--- src/aipd_defs.vh ---
/*
 * Constants of the axis input and pulse decoder: register offsets, fields,
 * reset values and timing counts.
 * Assumes a 250 MHz ref_clk and a word-wide plain register port.
 */
`ifndef AIPD_DEFS_VH
`define AIPD_DEFS_VH

// ****************************************************************
// Register offsets
// ****************************************************************
`define AIPD_REG_CTRL        4'h0
`define AIPD_REG_STATUS      4'h1
`define AIPD_REG_IRQ_STAT    4'h2
`define AIPD_REG_IRQ_MASK    4'h3
`define AIPD_REG_QUAD_COUNT  4'h4
`define AIPD_REG_SLOW_RATE   4'h5

// ****************************************************************
// Control fields
// ****************************************************************
`define AIPD_CTRL_POS_IGN    0
`define AIPD_CTRL_NEG_IGN    1
`define AIPD_CTRL_DECEL_MODE 2
`define AIPD_CTRL_SKIP_FALL  3
`define AIPD_CTRL_HOMING     4
`define AIPD_CTRL_QUAD_EN    5
`define AIPD_CTRL_RESET      8'h00

// ****************************************************************
// Event bits
// ****************************************************************
`define AIPD_EV_SKIP         0
`define AIPD_EV_POS_LIM      1
`define AIPD_EV_NEG_LIM      2
`define AIPD_EV_INTERLOCK    3
`define AIPD_EV_HOME_DONE    4

// ****************************************************************
// Timing
// ****************************************************************
`define AIPD_CLK_MHZ         250
`define AIPD_SKIP_MIN_NS     20000
`define AIPD_SLOW_RATE_RESET 16'h00FF
`define AIPD_DECEL_STEPS     4'h8

`endif

--- src/aipd_axis_inputs.v ---
/*
 * Axis discrete inputs and quadrature pulse decoder for one servo axis.
 * Assumes a 250 MHz ref_clk, asynchronous low reset, pins asynchronous,
 * and a motion engine that consumes step/direction and skip pulses.
 */
// Design decisions made here: the strobed register port and the register offsets.
//
// Operation
// RL1 - Positive overtravel low blocks positive moves; high allows them.
// RL2 - Negative overtravel low blocks negative moves; high allows them.
// RL3 - Each overtravel input has an ignore bit in control.
// RL4 - Control bit selects interlock or homing decel use of third input.
// RL5 - Interlock low decelerates then halts; high resumes motion.
// RL6 - Decel switch low during homing slows feed to fixed low rate.
// RL7 - After decel switch returns high, stop at next grid mark.
// RL8 - Active skip edge abandons current block, advancing to next.
// RL9 - Control bit picks rising or falling skip edge.
// RL10 - Skip pulses of 20 us or longer are always detected.
// RL11 - Quadrature A/B pulses are an alternative motion command source.
// RL12 - Fourfold decode, one step per edge, direction by phase order.
// RL13 - Source keeps each phase at or below 100 kHz.
// RL14 - Five inputs: emergency stop, two limits, shared input, skip.
// RL15 - All inputs pass at least two synchroniser stages first.
module aipd_axis_inputs
(
    ref_clk,
    rst_b,
    estop_n,
    pos_limit_n,
    neg_limit_n,
    interlock_decel_n,
    skip_in,
    quad_phase_a,
    quad_phase_b,
    grid_mark,
    cmd_step,
    cmd_dir,
    reg_addr,
    reg_wdata,
    reg_wr,
    reg_rd,
    reg_rdata,
    step_out,
    dir_out,
    skip_block,
    motion_halted,
    estop_active,
    irq
);
`include "aipd_defs.vh"

    input  wire        ref_clk;
    input  wire        rst_b;
    input  wire        estop_n;
    input  wire        pos_limit_n;
    input  wire        neg_limit_n;
    input  wire        interlock_decel_n;
    input  wire        skip_in;
    input  wire        quad_phase_a;
    input  wire        quad_phase_b;
    input  wire        grid_mark;
    input  wire        cmd_step;
    input  wire        cmd_dir;
    input  wire [3:0]  reg_addr;
    input  wire [31:0] reg_wdata;
    input  wire        reg_wr;
    input  wire        reg_rd;
    output reg  [31:0] reg_rdata;
    output reg         step_out;
    output reg         dir_out;
    output reg         skip_block;
    output reg         motion_halted;
    output reg         estop_active;
    output reg         irq;

    // Any pulse longer than this is certainly past the filter
    localparam SKIP_MIN_CYC =
        (`AIPD_SKIP_MIN_NS * `AIPD_CLK_MHZ) / 1000;

    localparam [1:0] HS_IDLE = 2'd0;
    localparam [1:0] HS_FAST = 2'd1;
    localparam [1:0] HS_SLOW = 2'd2;
    localparam [1:0] HS_GRID = 2'd3;

    // ****************************************************************
    // Input synchronisers
    // ****************************************************************
    wire estop_s;
    wire pos_s;
    wire neg_s;
    wire ild_s;
    wire skip_s;
    wire qa_s;
    wire qb_s;
    wire grid_s;

    aipd_sync u_sy_es (.ref_clk(ref_clk), .rst_b(rst_b),
                       .pin(estop_n), .level(estop_s));            // RL14
    aipd_sync u_sy_po (.ref_clk(ref_clk), .rst_b(rst_b),
                       .pin(pos_limit_n), .level(pos_s));          // RL15
    aipd_sync u_sy_ne (.ref_clk(ref_clk), .rst_b(rst_b),
                       .pin(neg_limit_n), .level(neg_s));          // RL15
    aipd_sync u_sy_il (.ref_clk(ref_clk), .rst_b(rst_b),
                       .pin(interlock_decel_n), .level(ild_s));    // RL15
    // Idle-low pins reset low: no false edge after reset
    aipd_sync #(.RESET_LEVEL(1'b0))
        u_sy_sk (.ref_clk(ref_clk), .rst_b(rst_b),
                       .pin(skip_in), .level(skip_s));             // RL15
    aipd_sync #(.RESET_LEVEL(1'b0))
        u_sy_qa (.ref_clk(ref_clk), .rst_b(rst_b),
                       .pin(quad_phase_a), .level(qa_s));          // RL15
    aipd_sync #(.RESET_LEVEL(1'b0))
        u_sy_qb (.ref_clk(ref_clk), .rst_b(rst_b),
                       .pin(quad_phase_b), .level(qb_s));          // RL15
    aipd_sync #(.RESET_LEVEL(1'b0))
        u_sy_gr (.ref_clk(ref_clk), .rst_b(rst_b),
                       .pin(grid_mark), .level(grid_s));

    // ****************************************************************
    // Registers
    // ****************************************************************
    reg  [7:0]  ctrl_r;
    reg  [4:0]  irq_stat_r;
    reg  [4:0]  irq_mask_r;
    reg  [15:0] slow_rate_r;
    reg  [15:0] quad_count_r;
    reg  [4:0]  ev_nxt;

    wire pos_ign    = ctrl_r[`AIPD_CTRL_POS_IGN];
    wire neg_ign    = ctrl_r[`AIPD_CTRL_NEG_IGN];
    wire decel_mode = ctrl_r[`AIPD_CTRL_DECEL_MODE];
    wire skip_fall  = ctrl_r[`AIPD_CTRL_SKIP_FALL];
    wire homing     = ctrl_r[`AIPD_CTRL_HOMING];
    wire quad_en    = ctrl_r[`AIPD_CTRL_QUAD_EN];

    // Only the selected function looks at the shared input
    wire ilk_low   = !decel_mode && !ild_s;                        // RL4
    wire decel_low = decel_mode && !ild_s;                         // RL4

    wire pos_block = !pos_ign && !pos_s;                           // RL1 RL3
    wire neg_block = !neg_ign && !neg_s;                           // RL2 RL3

    // ****************************************************************
    // Skip edge detect
    // ****************************************************************
    reg  skip_d_r;
    wire skip_edge = skip_fall ? (skip_d_r && !skip_s)
                               : (!skip_d_r && skip_s);            // RL9

    // ****************************************************************
    // Quadrature decoder
    // ****************************************************************
    reg  qa_d_r;
    reg  qb_d_r;
    wire q_edge = (qa_s ^ qa_d_r) | (qb_s ^ qb_d_r);               // RL12
    // Forward when A leads B
    wire q_dir  = qa_s ^ qb_d_r;                                   // RL12

    function dir_allowed;
        input d;
        input pb;
        input nb;
        begin
            dir_allowed = d ? !pb : !nb;
        end
    endfunction

    // ****************************************************************
    // Motion gating and homing
    // ****************************************************************
    reg  [1:0]  hs_r;
    reg  [15:0] rate_cnt_r;
    reg  [3:0]  decel_cnt_r;
    reg         grid_d_r;
    reg         ild_d_r;

    wire src_step = quad_en ? (q_edge && !estop_s ? 1'b0 : q_edge)
                            : cmd_step;                            // RL11
    wire src_dir  = quad_en ? q_dir : cmd_dir;
    wire grid_rise = grid_s && !grid_d_r;
    wire ilk_halt  = ilk_low && decel_cnt_r == 4'h0;
    wire slow_tick = rate_cnt_r == 16'h0000;
    wire step_ok   = src_step && estop_s && !ilk_halt
                     && dir_allowed(src_dir, pos_block, neg_block)
                     && hs_r != HS_GRID
                     && (hs_r != HS_SLOW || slow_tick);            // RL1 RL2

    always @(posedge ref_clk or negedge rst_b)
    begin
        if (!rst_b)
        begin
            skip_d_r     <= 1'b0;
            qa_d_r       <= 1'b0;
            qb_d_r       <= 1'b0;
            grid_d_r     <= 1'b0;
            ild_d_r      <= 1'b1;
            hs_r         <= HS_IDLE;
            rate_cnt_r   <= 16'h0000;
            decel_cnt_r  <= `AIPD_DECEL_STEPS;
            quad_count_r <= 16'h0000;
            step_out     <= 1'b0;
            dir_out      <= 1'b0;
            skip_block   <= 1'b0;
            motion_halted<= 1'b0;
            estop_active <= 1'b0;
        end
        else
        begin
            skip_d_r     <= skip_s;
            qa_d_r       <= qa_s;
            qb_d_r       <= qb_s;
            grid_d_r     <= grid_s;
            ild_d_r      <= ild_s;

            estop_active <= !estop_s;
            // Filtered level is sampled each cycle, so any pulse of
            // SKIP_MIN_CYC cycles yields exactly one edge
            skip_block   <= skip_edge;                             // RL8 RL10

            step_out     <= step_ok;
            dir_out      <= src_dir;

            if (quad_en && q_edge && !ilk_halt)
                quad_count_r <= q_dir ? quad_count_r + 16'h0001
                                      : quad_count_r - 16'h0001;   // RL12

            // Interlock: a few more steps of deceleration, then hold
            if (!ilk_low)
                decel_cnt_r <= `AIPD_DECEL_STEPS;                  // RL5
            else if (src_step && decel_cnt_r != 4'h0)
                decel_cnt_r <= decel_cnt_r - 4'h1;                 // RL5

            motion_halted <= ilk_halt || hs_r == HS_GRID;          // RL5

            if (hs_r == HS_SLOW)
                rate_cnt_r <= slow_tick ? slow_rate_r
                                        : rate_cnt_r - 16'h0001;

            case (hs_r)
                HS_IDLE:
                    if (homing && decel_mode)
                        hs_r <= HS_FAST;

                HS_FAST:
                    if (!homing)
                        hs_r <= HS_IDLE;
                    else if (decel_low)
                        hs_r <= HS_SLOW;                           // RL6

                HS_SLOW:
                    if (!homing)
                        hs_r <= HS_IDLE;
                    else if (!decel_low && grid_rise)
                        hs_r <= HS_GRID;                           // RL7

                HS_GRID:
                    if (!homing)
                        hs_r <= HS_IDLE;
                default:
                    hs_r <= HS_IDLE;
            endcase
        end
    end

    // ****************************************************************
    // Events, register port and interrupt
    // ****************************************************************
    reg  pos_d_r;
    reg  neg_d_r;
    wire pos_d_fall = pos_d_r;
    wire neg_d_fall = neg_d_r;

    always @*
    begin
        ev_nxt = 5'h00;
        ev_nxt[`AIPD_EV_SKIP]      = skip_edge;
        ev_nxt[`AIPD_EV_POS_LIM]   = !pos_s && pos_d_fall;
        ev_nxt[`AIPD_EV_NEG_LIM]   = !neg_s && neg_d_fall;
        ev_nxt[`AIPD_EV_INTERLOCK] = ilk_low && ild_d_r;
        ev_nxt[`AIPD_EV_HOME_DONE] = hs_r == HS_SLOW && !decel_low
                                     && grid_rise;
    end

    always @(posedge ref_clk or negedge rst_b)
    begin
        if (!rst_b)
        begin
            pos_d_r     <= 1'b1;
            neg_d_r     <= 1'b1;
            ctrl_r      <= `AIPD_CTRL_RESET;
            irq_stat_r  <= 5'h00;
            irq_mask_r  <= 5'h00;
            slow_rate_r <= `AIPD_SLOW_RATE_RESET;
            reg_rdata   <= 32'h0000_0000;
            irq         <= 1'b0;
        end
        else
        begin
            pos_d_r <= pos_s;
            neg_d_r <= neg_s;

            // New events win over a write-one clear in the same cycle
            if (reg_wr && reg_addr == `AIPD_REG_IRQ_STAT)
                irq_stat_r <= (irq_stat_r & ~reg_wdata[4:0]) | ev_nxt;
            else
                irq_stat_r <= irq_stat_r | ev_nxt;

            if (reg_wr && reg_addr == `AIPD_REG_CTRL)
                ctrl_r <= reg_wdata[7:0];                          // RL3 RL4 RL9

            if (reg_wr && reg_addr == `AIPD_REG_IRQ_MASK)
                irq_mask_r <= reg_wdata[4:0];

            if (reg_wr && reg_addr == `AIPD_REG_SLOW_RATE)
                slow_rate_r <= reg_wdata[15:0];                    // RL6

            irq <= |(irq_stat_r & irq_mask_r);

            if (reg_rd)
            begin
                case (reg_addr)
                    `AIPD_REG_CTRL:
                        reg_rdata <= {24'h000000, ctrl_r};
                    `AIPD_REG_STATUS:
                        reg_rdata <= {24'h000000, hs_r, estop_s, skip_s,
                                      ild_s, neg_s, pos_s, ilk_halt};
                    `AIPD_REG_IRQ_STAT:
                        reg_rdata <= {27'h0000000, irq_stat_r};
                    `AIPD_REG_IRQ_MASK:
                        reg_rdata <= {27'h0000000, irq_mask_r};
                    `AIPD_REG_QUAD_COUNT:
                        reg_rdata <= {16'h0000, quad_count_r};
                    `AIPD_REG_SLOW_RATE:
                        reg_rdata <= {16'h0000, slow_rate_r};
                    default:
                        reg_rdata <= 32'h0000_0000;
                endcase
            end
            else
                reg_rdata <= 32'h0000_0000;
        end
    end
endmodule // aipd_axis_inputs

--- src/aipd_sync.v ---
/*
 * Three-stage synchroniser with agreement filter for one pin.
 * Assumes the pin is asynchronous to ref_clk.
 */
module aipd_sync
(
    ref_clk,
    rst_b,
    pin,
    level
);
    parameter RESET_LEVEL = 1'b1;
    input  wire ref_clk;
    input  wire rst_b;
    input  wire pin;
    output reg  level;

    reg s1_r;
    reg s2_r;
    reg s3_r;

    // The first stage feeds the second and nothing else
    always @(posedge ref_clk or negedge rst_b)
    begin
        if (!rst_b)
        begin
            s1_r  <= RESET_LEVEL;
            s2_r  <= RESET_LEVEL;
            s3_r  <= RESET_LEVEL;
            level <= RESET_LEVEL;
        end
        else
        begin
            s1_r <= pin;
            s2_r <= s1_r;
            s3_r <= s2_r;
            if (s2_r == s3_r)
                level <= s3_r;
        end
    end
endmodule // aipd_sync

--- config.mk ---
export PLATFORM = sky130hd
export DESIGN_NAME = aipd_axis_inputs
export DESIGN_NICKNAME = d
export VERILOG_FILES = /design/src/aipd_axis_inputs.v /design/src/aipd_sync.v
export VERILOG_INCLUDE_DIRS = /design/src
export SDC_FILE = /design/constraint.sdc
export NUM_CORES = 1
export LEC_CHECK = 0
export ABC_AREA = 0
export BUFFER_PORTS_ARGS = -buffer_cell sky130_fd_sc_hd__buf_2
export CORE_MARGIN = 3
export CORE_UTILIZATION = 60
export DETAILED_ROUTE_END_ITERATION = 16
export PLACE_DENSITY = 0.83
export SLEW_MARGIN = 20
export SYNTH_ARGS = -nofsm -noshare
export SYNTH_HDL_FRONTEND = slang
export SYNTH_SLANG_ARGS = --single-unit
--- constraint.sdc ---
create_clock -name ref_clk -period 4.5 [get_ports ref_clk]
set_input_delay 0.9 -clock ref_clk [delete_from_list [all_inputs] [get_ports ref_clk]]
set_output_delay 0.9 -clock ref_clk [all_outputs]
set_load 0.1 [all_outputs]
# ---- Word level (Yosys, flattened, before mapping)
# Index checks and enable logic that the tools add are counted.
dict set report classes {
  bitwise_logic 9
  addsub 4
  muxes 19
  n_reduce_logical 51
  eq_ne 23
}
# op n
set op_table {}
lappend op_table {{$pmux W16 S6} 1}
lappend op_table {{$mux W16} 2}
lappend op_table {{$mux W32} 1}
lappend op_table {{$sub A16 B1 Y16 const B} 2}
lappend op_table {{$logic_and A1 B1 Y1} 28}
lappend op_table {{$add A16 B1 Y16 const B} 1}
lappend op_table {{$logic_not A16 Y1} 1}
lappend op_table {{$logic_not A1 Y1} 14}
lappend op_table {{$mux W2} 6}
lappend op_table {{$and A5 B5 Y5} 2}
lappend op_table {{$or A5 B5 Y5} 2}
lappend op_table {{$eq A1 B1 Y1} 8}
lappend op_table {{$eq A4 B2 Y1 const B} 2}
lappend op_table {{$eq A4 B3 Y1 const B} 2}
lappend op_table {{$logic_not A4 Y1} 2}
lappend op_table {{$mux W4} 2}
lappend op_table {{$ne A2 B2 Y1 const B} 4}
lappend op_table {{$pmux W2 S4} 1}
lappend op_table {{$mux W1} 5}
lappend op_table {{$mux W5} 1}
lappend op_table {{$not A5 Y5} 1}
lappend op_table {{$reduce_or A5 Y1} 1}
lappend op_table {{$eq A2 B2 Y1 const B} 2}
lappend op_table {{$eq A4 B1 Y1 const B} 1}
lappend op_table {{other kinds (11)} 14}
dict set report word_totals {
  wordCells 160
  output_inout_bits 38
  in_bits 50
  ff_bits 149
}

# ---- Depth between registers and ports, before layout
# Gate-level depths: netlist of the first run.
dict set report logic_depth {
  ltp_word 10
  mapped_depth 9
  ltp_nobuf 8
}

# ---- Hierarchy
# From an unflattened synthesis of the first run, not the netlist that was laid out.
dict set report hier_totals {
  hier_cells 548
  hier_area_um2 6162.2
}
# mod seq_area_each_um2 area_each_um2 n_inst cells_per_inst
set by_module_without_submodules {}
lappend by_module_without_submodules {aipd_axis_inputs 2542.4 5251.3 1 508}
lappend by_module_without_submodules {{aipd_sync at u_sy_es ...} 105.1 116.4 4 5}
lappend by_module_without_submodules {{aipd_sync at u_sy_gr ...} 100.1 111.4 4 5}

# ---- Worst setup path after synthesis of the first run
# OpenSTA, ideal clock, no wires.
dict set report synth_path {
  path_type {register to register}
  from {register u_sy_qa.level}
  to {register quad_count_r[14]}
  setup_ns 0.080
  stages_incl_launch_ff 10
  path_buffers 1
  required_time_ns 4.420
  slack_ns 1.745
  t_arrival_ns 2.675
  period_less_slack_ns 2.755
  cell_sequence {dfrtp_1 > xor2_1 > buf_4 > xnor2_1 > ha_1 > nand4_1 > or3_1 > a222oi_1 > mux2i_1 > xnor2_1}
}
dict set report synth_between {
  elab_chain_len 4
  word_cells_on_any_way 6
  classes_between {1 x mux; 3 x bitwise; 2 x reduce/logical}
}
# item line
set synth_rtl {}
lappend synth_rtl {{from (decl)} aipd_sync.v:16} ;# output reg level;
lappend synth_rtl {{from (signal assigned)} aipd_sync.v:38} ;# level <= s3_r;
lappend synth_rtl {{$xor A1 B1 Y1} aipd_axis_inputs.v:155} ;# wire q_edge = (qa_s ^ qa_d_r) | (qb_s ^ qb_d_r);
lappend synth_rtl {{$or A1 B1 Y1} aipd_axis_inputs.v:155}
lappend synth_rtl {{$logic_and A1 B1 Y1 (2 in a row)} aipd_axis_inputs.v:223} ;# if (quad_en && q_edge && !ilk_halt)
lappend synth_rtl {{to (signal assigned)} aipd_axis_inputs.v:224} ;# quad_count_r <= q_dir ? quad_count_r + 16'h0001
lappend synth_rtl {{to (decl)} aipd_axis_inputs.v:126} ;# reg [15:0] quad_count_r;
# Several ways; a longest one is shown, not always the timed one.
# A chain may end at the register's enable or synchronous reset.

# ---- Worst setup path in the final report of the first run
# Ends and elaborated chain as after synthesis.

==> results.yml, run 1 <==
clocking:
  cts_buffers: 17
  cts_resized: 0
  cts_hold_buf: 0
  cts_tree: "yes"
  cts_root_buffer: "clkbuf_8"
  clk_latency_ns: 0.52
  htreeDepth: 4
  clk_pin_slew_ns: 0.06
  clkSinkCount: 133
  clockBufferDepth: 2
  post_cts_buffers: 0
logic_synthesis:
  yosys.area_share.simple_pct: 13.5
  netlist_instances: 549
  synth_xor_area_share_pct: 2.97
  syn_avg_cell_area_um2: 11.3
  synth_ff_type: "dfrtp_1"
  synth_mux_area_share_pct: 10.5
  ys_types: 64
  synth-async-reset-ratio_pct: 100
  synth_top_family_by_area: "simple AND/OR/NAND/NOR gates"
  synth-seq-cells: 133
  yosysWarnings: 0
  synth-adder-area-share_pct: 2.10
  synth-compound-area-share_pct: 11.5
  synthTopCellsByArea: "dfrtp_1 42%, dfstp_2 12%, mux2_2 6.2%, mux2i_1 2.9%, nor2_1 2.4%"
  yosysTopAreaCellShare_pct: 42.4
  synth_top_area_cell: "dfrtp_1"
  synth.cell_area_um2: 6200
  synth_edf_count: 0
  yosysSeqAreaShare_pct: 54.2
critical_path:
  critPathRequiredTime_ns: 4.94
  crit_slowest_cell: "a222oi_1"
  r2r-end: "quad_count_r[14]$_DFFE_PN0P_"
  crit_fanout: 19
  end_kind: "register"
  rr_worst_depth: 9
  crit_path_cell_trace: "xor2_1, buf_4, xnor2_1, ha_1, nand4_1, or3_1, a222oi_1, mux2i_1, xnor2_1"
  worstSetupPathType: "reg -> reg"
  start_kind: "register"
  r2r-start: "u_sy_qa.level$_DFFE_PN0N_"
  cp_top_family: "simple AND/OR/NAND/NOR gates"
  reg2reg_setup_slack_ns: 1.58
  cp_slowest_stage_delay_ns: 0.51
  worst-path-buf-inv: 1
  crit_top_cell: "xnor2_1"
  cp.arrival_ns: 3.35
place:
  dp_hpwl_um: 9430
  placed_area_um2: 6510
  place.gp.congestion: 0.960
  io_buffers: 55
power_and_ir_drop:
  leakagePower_nw: 3.15
  ir_worst_vdd_mv: 0.366
  power_density_nw_per_um2: 634
timing:
  fmax_mhz: 343
  timing.final.crit_share_pct: 64.8
  finalHoldViolCount: 0
  hold_ws_ns: 0.354
  maxSlewViolCount: 0
  skew_ns: 0.00735
  setup_viol: 0
  tightest_slew_ns: 1.01
  max_slew_margin_pct: 32.4
  fin_setup_tns_ns: 0
  rsz0062_at_grt: "false"
  period_needed_ns: 2.92
global_route:
  grt_pass1_wl_um: 23400
  track_usage_pct: 26.2
  grt_max_degree: 72
  overflow: 0
  grt_pass1_vias: 4596
  grt_antenna_before_repair: 0
floorplanning:
  die_area_um2: 11600
  ios: 88
  core_area_um2: 9910
  start_util_pct: 62.6
  die_h_um: 108
  rows: 36
  die_w_um: 108
finish:
  syn_to_final_growth_pct: 14.9
  layout_commonest_cell: "dfrtp_1"
  stdcell_area_um2: 7120
  final_nets: 653
  num_antenna_cells: 0
  final_cell_mix: "105 x dfrtp_1, 54 x buf_2, 40 x nor2_1"
  drive_gt1_share_pct: 27.3
detailed_routing:
  wl_per_cell_um: 19.2
  via_per_inst: 6.18
  ant_nets: 0
  drc_errors: 0
  dr.pass1.iters: 6
  drtIter0Drc: 302
  vias: 4607
  drt_wl_total_um: 14300
min_path:
  min_to: "u_sy_qb.s2_r$_DFF_PN0_"
  hold_path_depth: 0
  hold_class: "reg -> reg"
  min_from: "u_sy_qb.s1_r$_DFF_PN0_"
flow_run:
  cap_violations: 0
outcome:
  status: "finished clean"
cells by family (layout without fill, tap and decap cells):
logic type	count (synthesis)	count (layout)
AND/OR/NAND/NOR	161	161
flip-flops	133	133
AO/OA/AOI/OAI	100	100
buffers and inverters	65	113
multiplexers	56	56
XOR/XNOR	21	21
adder cells (fa/ha/maj)	12	12
other	1	16
metal layers:
| layer | vias up | track usage, % | routed length (µm) |
|---|---|---|---|
| li1 | 2065 | - | - |
| met1 | 2293 | 34.2 | 5760 |
| met2 | 224 | 44.2 | 7290 |
| met3 | 25 | 5.52 | 961 |
| met4 | 0 | 7.75 | 271 |
| met5 | - | 0 | 0 |
power by group:
| part | internal, mW | switching (mW) |
|---|---|---|
| registers | 1.46 | 0.358 |
| clock network | 0.882 | 0.541 |
| logic | 0.502 | 0.770 |
| total | 2.85 | 1.67 |
layout make-up:
class / instances / area [µm²]
inverter: 22 / 82.6
clock inverter: 13 / 173
timing repair buffer: 59 / 320
fill: 668 / 2790
sequential: 133 / 3360
tap: 133 / 166
multi-input combinational: 366 / 2580
clock buffer: 19 / 442
cells in the mapped netlist (3+ instances only):
cell       number
nor2_1         40
and3_1          4
dfrtp_1       105
nand2b_1        4
a31oi_1         3
buf_2           7
nor4_1          8
buf_4          17
a22oi_1         8
and2_1          4
nand2_1        31
o21ai_0        12
ha_1            4
xnor2_1         8
clkbuf_1       17
nand3_1        15
or3_1           9
o2bb2ai_1       3
mux2i_1        18
mux2_2         34
or4_1           6
o22ai_1         3
a22o_1          3
xor2_1         13
o22a_1         13
nand4_1         7
a2bb2oi_1       7
nor3_1         14
a21oi_1        26
inv_1          22
dfstp_2        28
maj3_1          8
mux4_2          4
worst reg2reg max path, cell delays in order, from the launching register on:
cell,delay (ns)
dfrtp_1,0.45
xor2_1,0.19
buf_4,0.26
xnor2_1,0.16
ha_1,0.30
nand4_1,0.16
or3_1,0.38
a222oi_1,0.51
mux2i_1,0.28
xnor2_1,0.15
state kept, by name (all words and copies together), names as in the netlist, 2 cells and up:
register and flops:
ctrl_r 8, decel_cnt_r 4, hs_r 2, irq_mask_r 5, irq_stat_r 5, quad_count_r 16
rate_cnt_r 16, reg_rdata 16, slow_rate_r 16
per-stage QoR:
stage	utilization (%)	power, mW	instances	setup WS (ns)
6_report	71.9	4.52	745	1.58
3_5_place_dp	65.7	3.06	713	1.38
2_1_floorplan	-	2.74	564	1.75
5_1_grt	71.9	4.74	745	1.51
3_3_place_gp	65.7	2.97	713	1.55
4_1_cts	71.9	4.51	745	1.62
how the worst max path moves through the flow:
stage | start | end | slack (ns) | cells past startpoint
detailed placement | reg_addr[0] | slow_rate_r[12]$_DFFE_PN0P_ | 1.38 | 3
global placement | reg_addr[0] | slow_rate_r[10]$_DFFE_PN0P_ | 1.55 | 3
global route | u_sy_qa.level$_DFFE_PN0N_ | quad_count_r[14]$_DFFE_PN0P_ | 1.51 | 9
floorplan | u_sy_qa.level$_DFFE_PN0N_ | quad_count_r[14]$_DFFE_PN0P_ | 1.75 | 9
CTS | u_sy_qa.level$_DFFE_PN0N_ | quad_count_r[14]$_DFFE_PN0P_ | 1.62 | 9
finish | u_sy_qa.level$_DFFE_PN0N_ | quad_count_r[14]$_DFFE_PN0P_ | 1.58 | 9
No activity file was read; power rests on OpenSTA's default activity.
==> inputs of run 2 (changes only) <==
--- a/config.mk
+++ b/config.mk
@@ -9,9 +9,9 @@
 export ABC_AREA = 0
 export BUFFER_PORTS_ARGS = -buffer_cell sky130_fd_sc_hd__buf_2
 export CORE_MARGIN = 3
-export CORE_UTILIZATION = 60
+export CORE_UTILIZATION = 52
 export DETAILED_ROUTE_END_ITERATION = 16
-export PLACE_DENSITY = 0.83
+export PLACE_DENSITY = 0.76
 export SLEW_MARGIN = 20
 export SYNTH_ARGS = -nofsm -noshare
 export SYNTH_HDL_FRONTEND = slang
==> constraint.sdc (replaced) <==
create_clock -name ref_clk -period 2.4 [get_ports ref_clk]
set_input_delay 0.48 -clock ref_clk [delete_from_list [all_inputs] [get_ports ref_clk]]
set_output_delay 0.48 -clock ref_clk [all_outputs]
set_load 0.1 [all_outputs]
==> run 2 against run 1 <==
The flow now finishes with violations (negative setup slack). Combinational power rose by 110%. Die area rose by 14%. First-iteration DRC count rose by 29%. Sequential cell count did not move. Utilization fell by 7.6 points. Global-route usage fell by 3.7 points.
==> results.yml, run 2 (synthesis results as in run 1) <==
outcome:
  status: "complete, but fails checks"
  violations: "negative setup slack"
finish:
  layout_commonest_cell: "dfrtp_1"
  stdcell_area_um2: 7400
  syn_to_final_growth_pct: 19.3
  drive_gt1_share_pct: 31.7
  final_cell_mix: "103 x dfrtp_1, 54 x buf_2, 39 x nor2_1"
  final_nets: 676
  multi_input_area_um2: 2660
  final_util_pct: 64.2
  final_cells: 780
  fill_cells: 899
  seq_area_um2: 3370
global_route:
  grt_pass1_vias: 4524
  grt_max_degree: 47
  overflow: 0
  grt_pass1_wl_um: 22900
  grt_antenna_before_repair: 2
  track_usage_pct: 22.5
clocking:
  cts_hold_buf: 0
  clkSinkCount: 133
  cts_tree: "yes"
  clk_latency_ns: 0.42
  clk_pin_slew_ns: 0.06
  htreeDepth: 4
  clockBufferDepth: 2
  cts_buffers: 17
  cts_root_buffer: "clkbuf_16"
power_and_ir_drop:
  leakagePower_nw: 3.26
  power_density_nw_per_um2: 1160
  ir_worst_vdd_mv: 0.566
  power_mw: 8.61
floorplanning:
  die_w_um: 115
  die_area_um2: 13300
  start_util_pct: 53.8
  die_h_um: 115
  ios: 88
  rows: 39
  core_area_um2: 11500
place:
  placed_area_um2: 6700
  dp.cells: 742
  pre_cts_slack_ns: -0.0677
  dp_hpwl_um: 9840
  io_buffers: 55
  place.gp.congestion: 0.877
timing:
  fmax_mhz: 413
  rsz0062_at_grt: "true"
  maxSlewViolCount: 0
  period_needed_ns: 2.42
  max_slew_margin_pct: 39.2
  timing.final.crit_share_pct: 101
  setup_viol: 1
  worst_slack_ns: -0.0201
  skew_ns: 0.00798
  finalHoldViolCount: 0
  tightest_slew_ns: 0.912
detailed_routing:
  drc_errors: 0
  drtIter0Drc: 389
  wl_per_cell_um: 18.1
  via_per_inst: 5.83
  wl_met2_um: 6930
  vias: 4550
  dr.pass1.iters: 5
  drt_wl_total_um: 14100
  ant_nets: 0
  routed-wl-met3_um: 686
  top_layer: "met4"
  wl_met1_um: 6180
critical_path:
  end_kind: "register"
  critPathRequiredTime_ns: 2.73
  crit_fanout: 2
  worstSetupPathType: "reg -> reg"
  start_kind: "register"
  cp.arrival_ns: 2.75
flow_run:
  cap_violations: 0
min_path:
  hold_class: "in -> async"
==> run 2: power breakdown <==
part / switching (mW) / leakage [nW] / internal [mW]
clock network: 0.972 / 0.271 / 1.61
registers: 0.586 / 1.60 / 2.75
logic: 1.56 / 1.39 / 1.13
total: 3.12 / 3.26 / 5.49
==> run 2: timing repair <==
item,CTS,global route
setup endpoints to repair,1,5
resized for setup,2,9
cloned,0,0
buffers inserted,4,0
pin swaps,1,5
hold endpoints to repair,0,0
==> run 2: final timing paths <==
check	from	end	slack, ns	depth (start not counted)
worst max-delay path	qb_d_r$_DFF_PN0_	quad_count_r[14]$_DFFE_PN0P_	-0.02	8
worst min-delay path	rst_b	quad_count_r[12]$_DFFE_PN0P_	0.02	1
worst max register to register	qb_d_r$_DFF_PN0_	quad_count_r[14]$_DFFE_PN0P_	-0.02	8
worst min register to register	u_sy_qa.s1_r$_DFF_PN0_	u_sy_qa.s2_r$_DFF_PN0_	0.35	0
max in group asynchronous	rst_b	slow_rate_r[5]$_DFFE_PN1P_	1.61	2
min in group ref_clk	neg_limit_n	u_sy_ne.s1_r$_DFF_PN1_	0.16	1
==> run 2: through the flow <==
| stage | hold WS [ns] | TNS [ns] |
|---|---|---|
| global placement | 0.333 | -0.0222 |
| global route | 0.0512 | -0.114 |
| CTS | 0.0370 | -0.0233 |
| floorplan | 0.184 | -0.120 |
| finish | 0.0210 | -0.0201 |
| detailed placement | 0.335 | -0.0677 |
==> run 2: cell type report <==
cell class	count	share of cell area, %
Antenna cell	2	0.0676
Timing Repair Buffer	82	6.83
Multi-Input combinational cell	366	36.0
Inverter	22	1.12
Clock inverter	10	1.66
Sequential cell	133	45.5
Tap cell	143	2.42
Clock buffer	22	6.41
==> run 2: critical path: stages, from the launching register on <==
cell	delay, ns
dfrtp_2	0.45
xor2_4	0.20
xnor2_2	0.14
ha_2	0.20
nand4_1	0.10
or3_4	0.36
a222oi_1	0.44
mux2i_1	0.30
xnor2_1	0.15
==> run 2: per-layer routing <==
layer	global-route usage, %	vias up
met5	0	-
li1	-	2098
met2	35.4	146
met4	10.0	0
met1	29.6	2278
met3	5.58	28
==> inputs of run 3 (changes only) <==
--- a/config.mk
+++ b/config.mk
@@ -9,9 +9,9 @@
 export ABC_AREA = 0
 export BUFFER_PORTS_ARGS = -buffer_cell sky130_fd_sc_hd__buf_2
 export CORE_MARGIN = 3
-export CORE_UTILIZATION = 52
+export CORE_UTILIZATION = 60
 export DETAILED_ROUTE_END_ITERATION = 16
-export PLACE_DENSITY = 0.76
+export PLACE_DENSITY = 0.83
 export SLEW_MARGIN = 20
 export SYNTH_ARGS = -nofsm -noshare
 export SYNTH_HDL_FRONTEND = slang
==> constraint.sdc (replaced) <==
create_clock -name ref_clk -period 3.1 [get_ports ref_clk]
set_input_delay 0.62 -clock ref_clk [delete_from_list [all_inputs] [get_ports ref_clk]]
set_output_delay 0.62 -clock ref_clk [all_outputs]
set_load 0.1 [all_outputs]
==> run 3 against run 2 <==
Die area is 13% lower. Critical path type unchanged. Worst hold slack better by 0.082 ns. Routed wire length is 1.4% lower. Largest power group unchanged. The run now ends clean. Sequential cell count unchanged.
==> results.yml, run 3 (synthesis results as in run 1) <==
critical_path:
  reg2reg_setup_slack_ns: 0.30
  r2r-end: "quad_count_r[14]$_DFFE_PN0P_"
  end_kind: "register"
  critPathRequiredTime_ns: 3.54
  rr_worst_depth: 8
  cp_slowest_stage_delay_ns: 0.52
  start_kind: "register"
  worst-path-buf-inv: 0
  crit_top_cell: "xnor2_1"
  r2r-start: "u_sy_qa.level$_DFFE_PN0N_"
  cp.arrival_ns: 3.24
  crit_fanout: 6
  crit_slowest_cell: "a222oi_1"
  crit_path_cell_trace: "xor2_1, xnor2_1, ha_1, nand4_1, or3_1, a222oi_1, mux2i_1, xnor2_1"
  cp_top_family: "XOR/XNOR gates"
  worstSetupPathType: "reg -> reg"
floorplanning:
  start_util_pct: 62.6
  ios: 88
  die_h_um: 108
  die_area_um2: 11600
  core_area_um2: 9910
  rows: 36
  die_w_um: 108
timing:
  period_needed_ns: 2.80
  tightest_slew_ns: 0.906
  finalHoldViolCount: 0
  worst_slack_ns: 0.297
  setup_viol: 0
  skew_ns: 0.00794
  fmax_mhz: 357
  timing.final.crit_share_pct: 90.4
  rsz0062_at_grt: "false"
  maxSlewViolCount: 0
  fin_setup_tns_ns: 0
  max_slew_margin_pct: 39.6
power_and_ir_drop:
  switching_share_pct: 37.3
  power.switching_mw: 2.38
  power_density_nw_per_um2: 894
  share_clk_of_total_power_pct: 29.6
  leakagePower_nw: 3.15
  p_seq_share_pct: 41.5
  combPwrFrac_pct: 28.9
  internal_power_mw: 3.99
  ir_worst_vdd_mv: 0.595
clocking:
  clkSinkCount: 133
  clk_pin_slew_ns: 0.06
  cts_hold_buf: 0
  clockBufferDepth: 2
  cts_buffers: 17
  cts_root_buffer: "clkbuf_8"
  clk_latency_ns: 0.53
  cts_resized: 0
  post_cts_buffers: 0
  htreeDepth: 4
  cts_tree: "yes"
detailed_routing:
  wl_per_cell_um: 18.6
  drtIter0Drc: 356
  dr.pass1.iters: 5
  ant_nets: 0
  drt_wl_total_um: 13900
  vias: 4601
  drc_errors: 0
  via_per_inst: 6.14
finish:
  num_antenna_cells: 0
  syn_to_final_growth_pct: 14.7
  final_nets: 657
  seq_area_um2: 3360
  layout_commonest_cell: "dfrtp_1"
  fill_cells: 730
  final_cell_mix: "105 x dfrtp_1, 54 x buf_2, 40 x nor2_1"
  drive_gt1_share_pct: 27.9
  multi_input_area_um2: 2580
  stdcell_area_um2: 7110
global_route:
  grt_pass1_wl_um: 23200
  grt_pass1_vias: 4653
  overflow: 0
  track_usage_pct: 26.0
  grt_antenna_before_repair: 0
  grt_max_degree: 88
place:
  io_buffers: 55
  place.gp.congestion: 0.948
  dp_hpwl_um: 9430
  pre_cts_slack_ns: 0.480
  placed_area_um2: 6540
min_path:
  hold_class: "in -> async"
outcome:
  status: "finished clean"
flow_run:
  cap_violations: 0
[run 3: changes by cell type in the layout (fill, tap and decap cells not counted), sizes merged]
cell	before	now
diode	2	0
clkbuf	22	19
bufinv	2	1
inv	23	25
buf	82	63
clkinv	1	6
clkinvlp	6	3
[run 3: power by group through the flow]
stage | sequential [mW] | combinational, mW | clock, mW
after floorplan | 2.53 | 1.45 | 0
after global placement | 2.61 | 1.72 | 0
after detailed placement | 2.64 | 1.81 | 0
after CTS | 2.62 | 1.83 | 1.90
after global routing | 2.69 | 2.03 | 1.98
final | 2.64 | 1.84 | 1.88
[run 3: how the worst max path moves through the flow]
stage,from,to,slack (ns),cells after the start
5_1_grt,u_sy_qa.level$_DFFE_PN0N_,quad_count_r[14]$_DFFE_PN0P_,0.09,8
2_1_floorplan,u_sy_qa.level$_DFFE_PN0N_,quad_count_r[14]$_DFFE_PN0P_,0.35,9
6_report,u_sy_qa.level$_DFFE_PN0N_,quad_count_r[14]$_DFFE_PN0P_,0.30,8
3_5_place_dp,u_sy_qa.level$_DFFE_PN0N_,quad_count_r[14]$_DFFE_PN0P_,0.48,8
4_1_cts,u_sy_qa.level$_DFFE_PN0N_,quad_count_r[14]$_DFFE_PN0P_,0.31,8
3_3_place_gp,u_sy_qa.level$_DFFE_PN0N_,quad_count_r[14]$_DFFE_PN0P_,0.64,8
[run 3: routing by layer]
layer	GRT usage [%]	vias up	wire [µm]
li1	-	2070	-
met1	33.7	2268	5710
met2	42.5	226	6860
met3	6.42	37	931
met4	9.74	0	415
met5	0	-	0
[run 3: stage by stage]
stage,utilization [%],cells,hold WS (ns),power (mW)
2_1_floorplan,-,564,0.324,3.98
3_3_place_gp,66.0,717,0.332,4.32
3_5_place_dp,66.0,717,0.336,4.45
4_1_cts,71.7,749,0.108,6.35
5_1_grt,71.8,749,0.136,6.70
6_report,71.8,749,0.103,6.36
[run 3: final cells by class]
cell class / instances / share of cell area [%]
flip-flops and latches: 133 / 47.3
multi-input cells: 366 / 36.3
clock buffers: 19 / 6.21
repair buffers: 63 / 4.93
well taps: 133 / 2.34
clock inverters: 13 / 1.74
inverters: 22 / 1.16
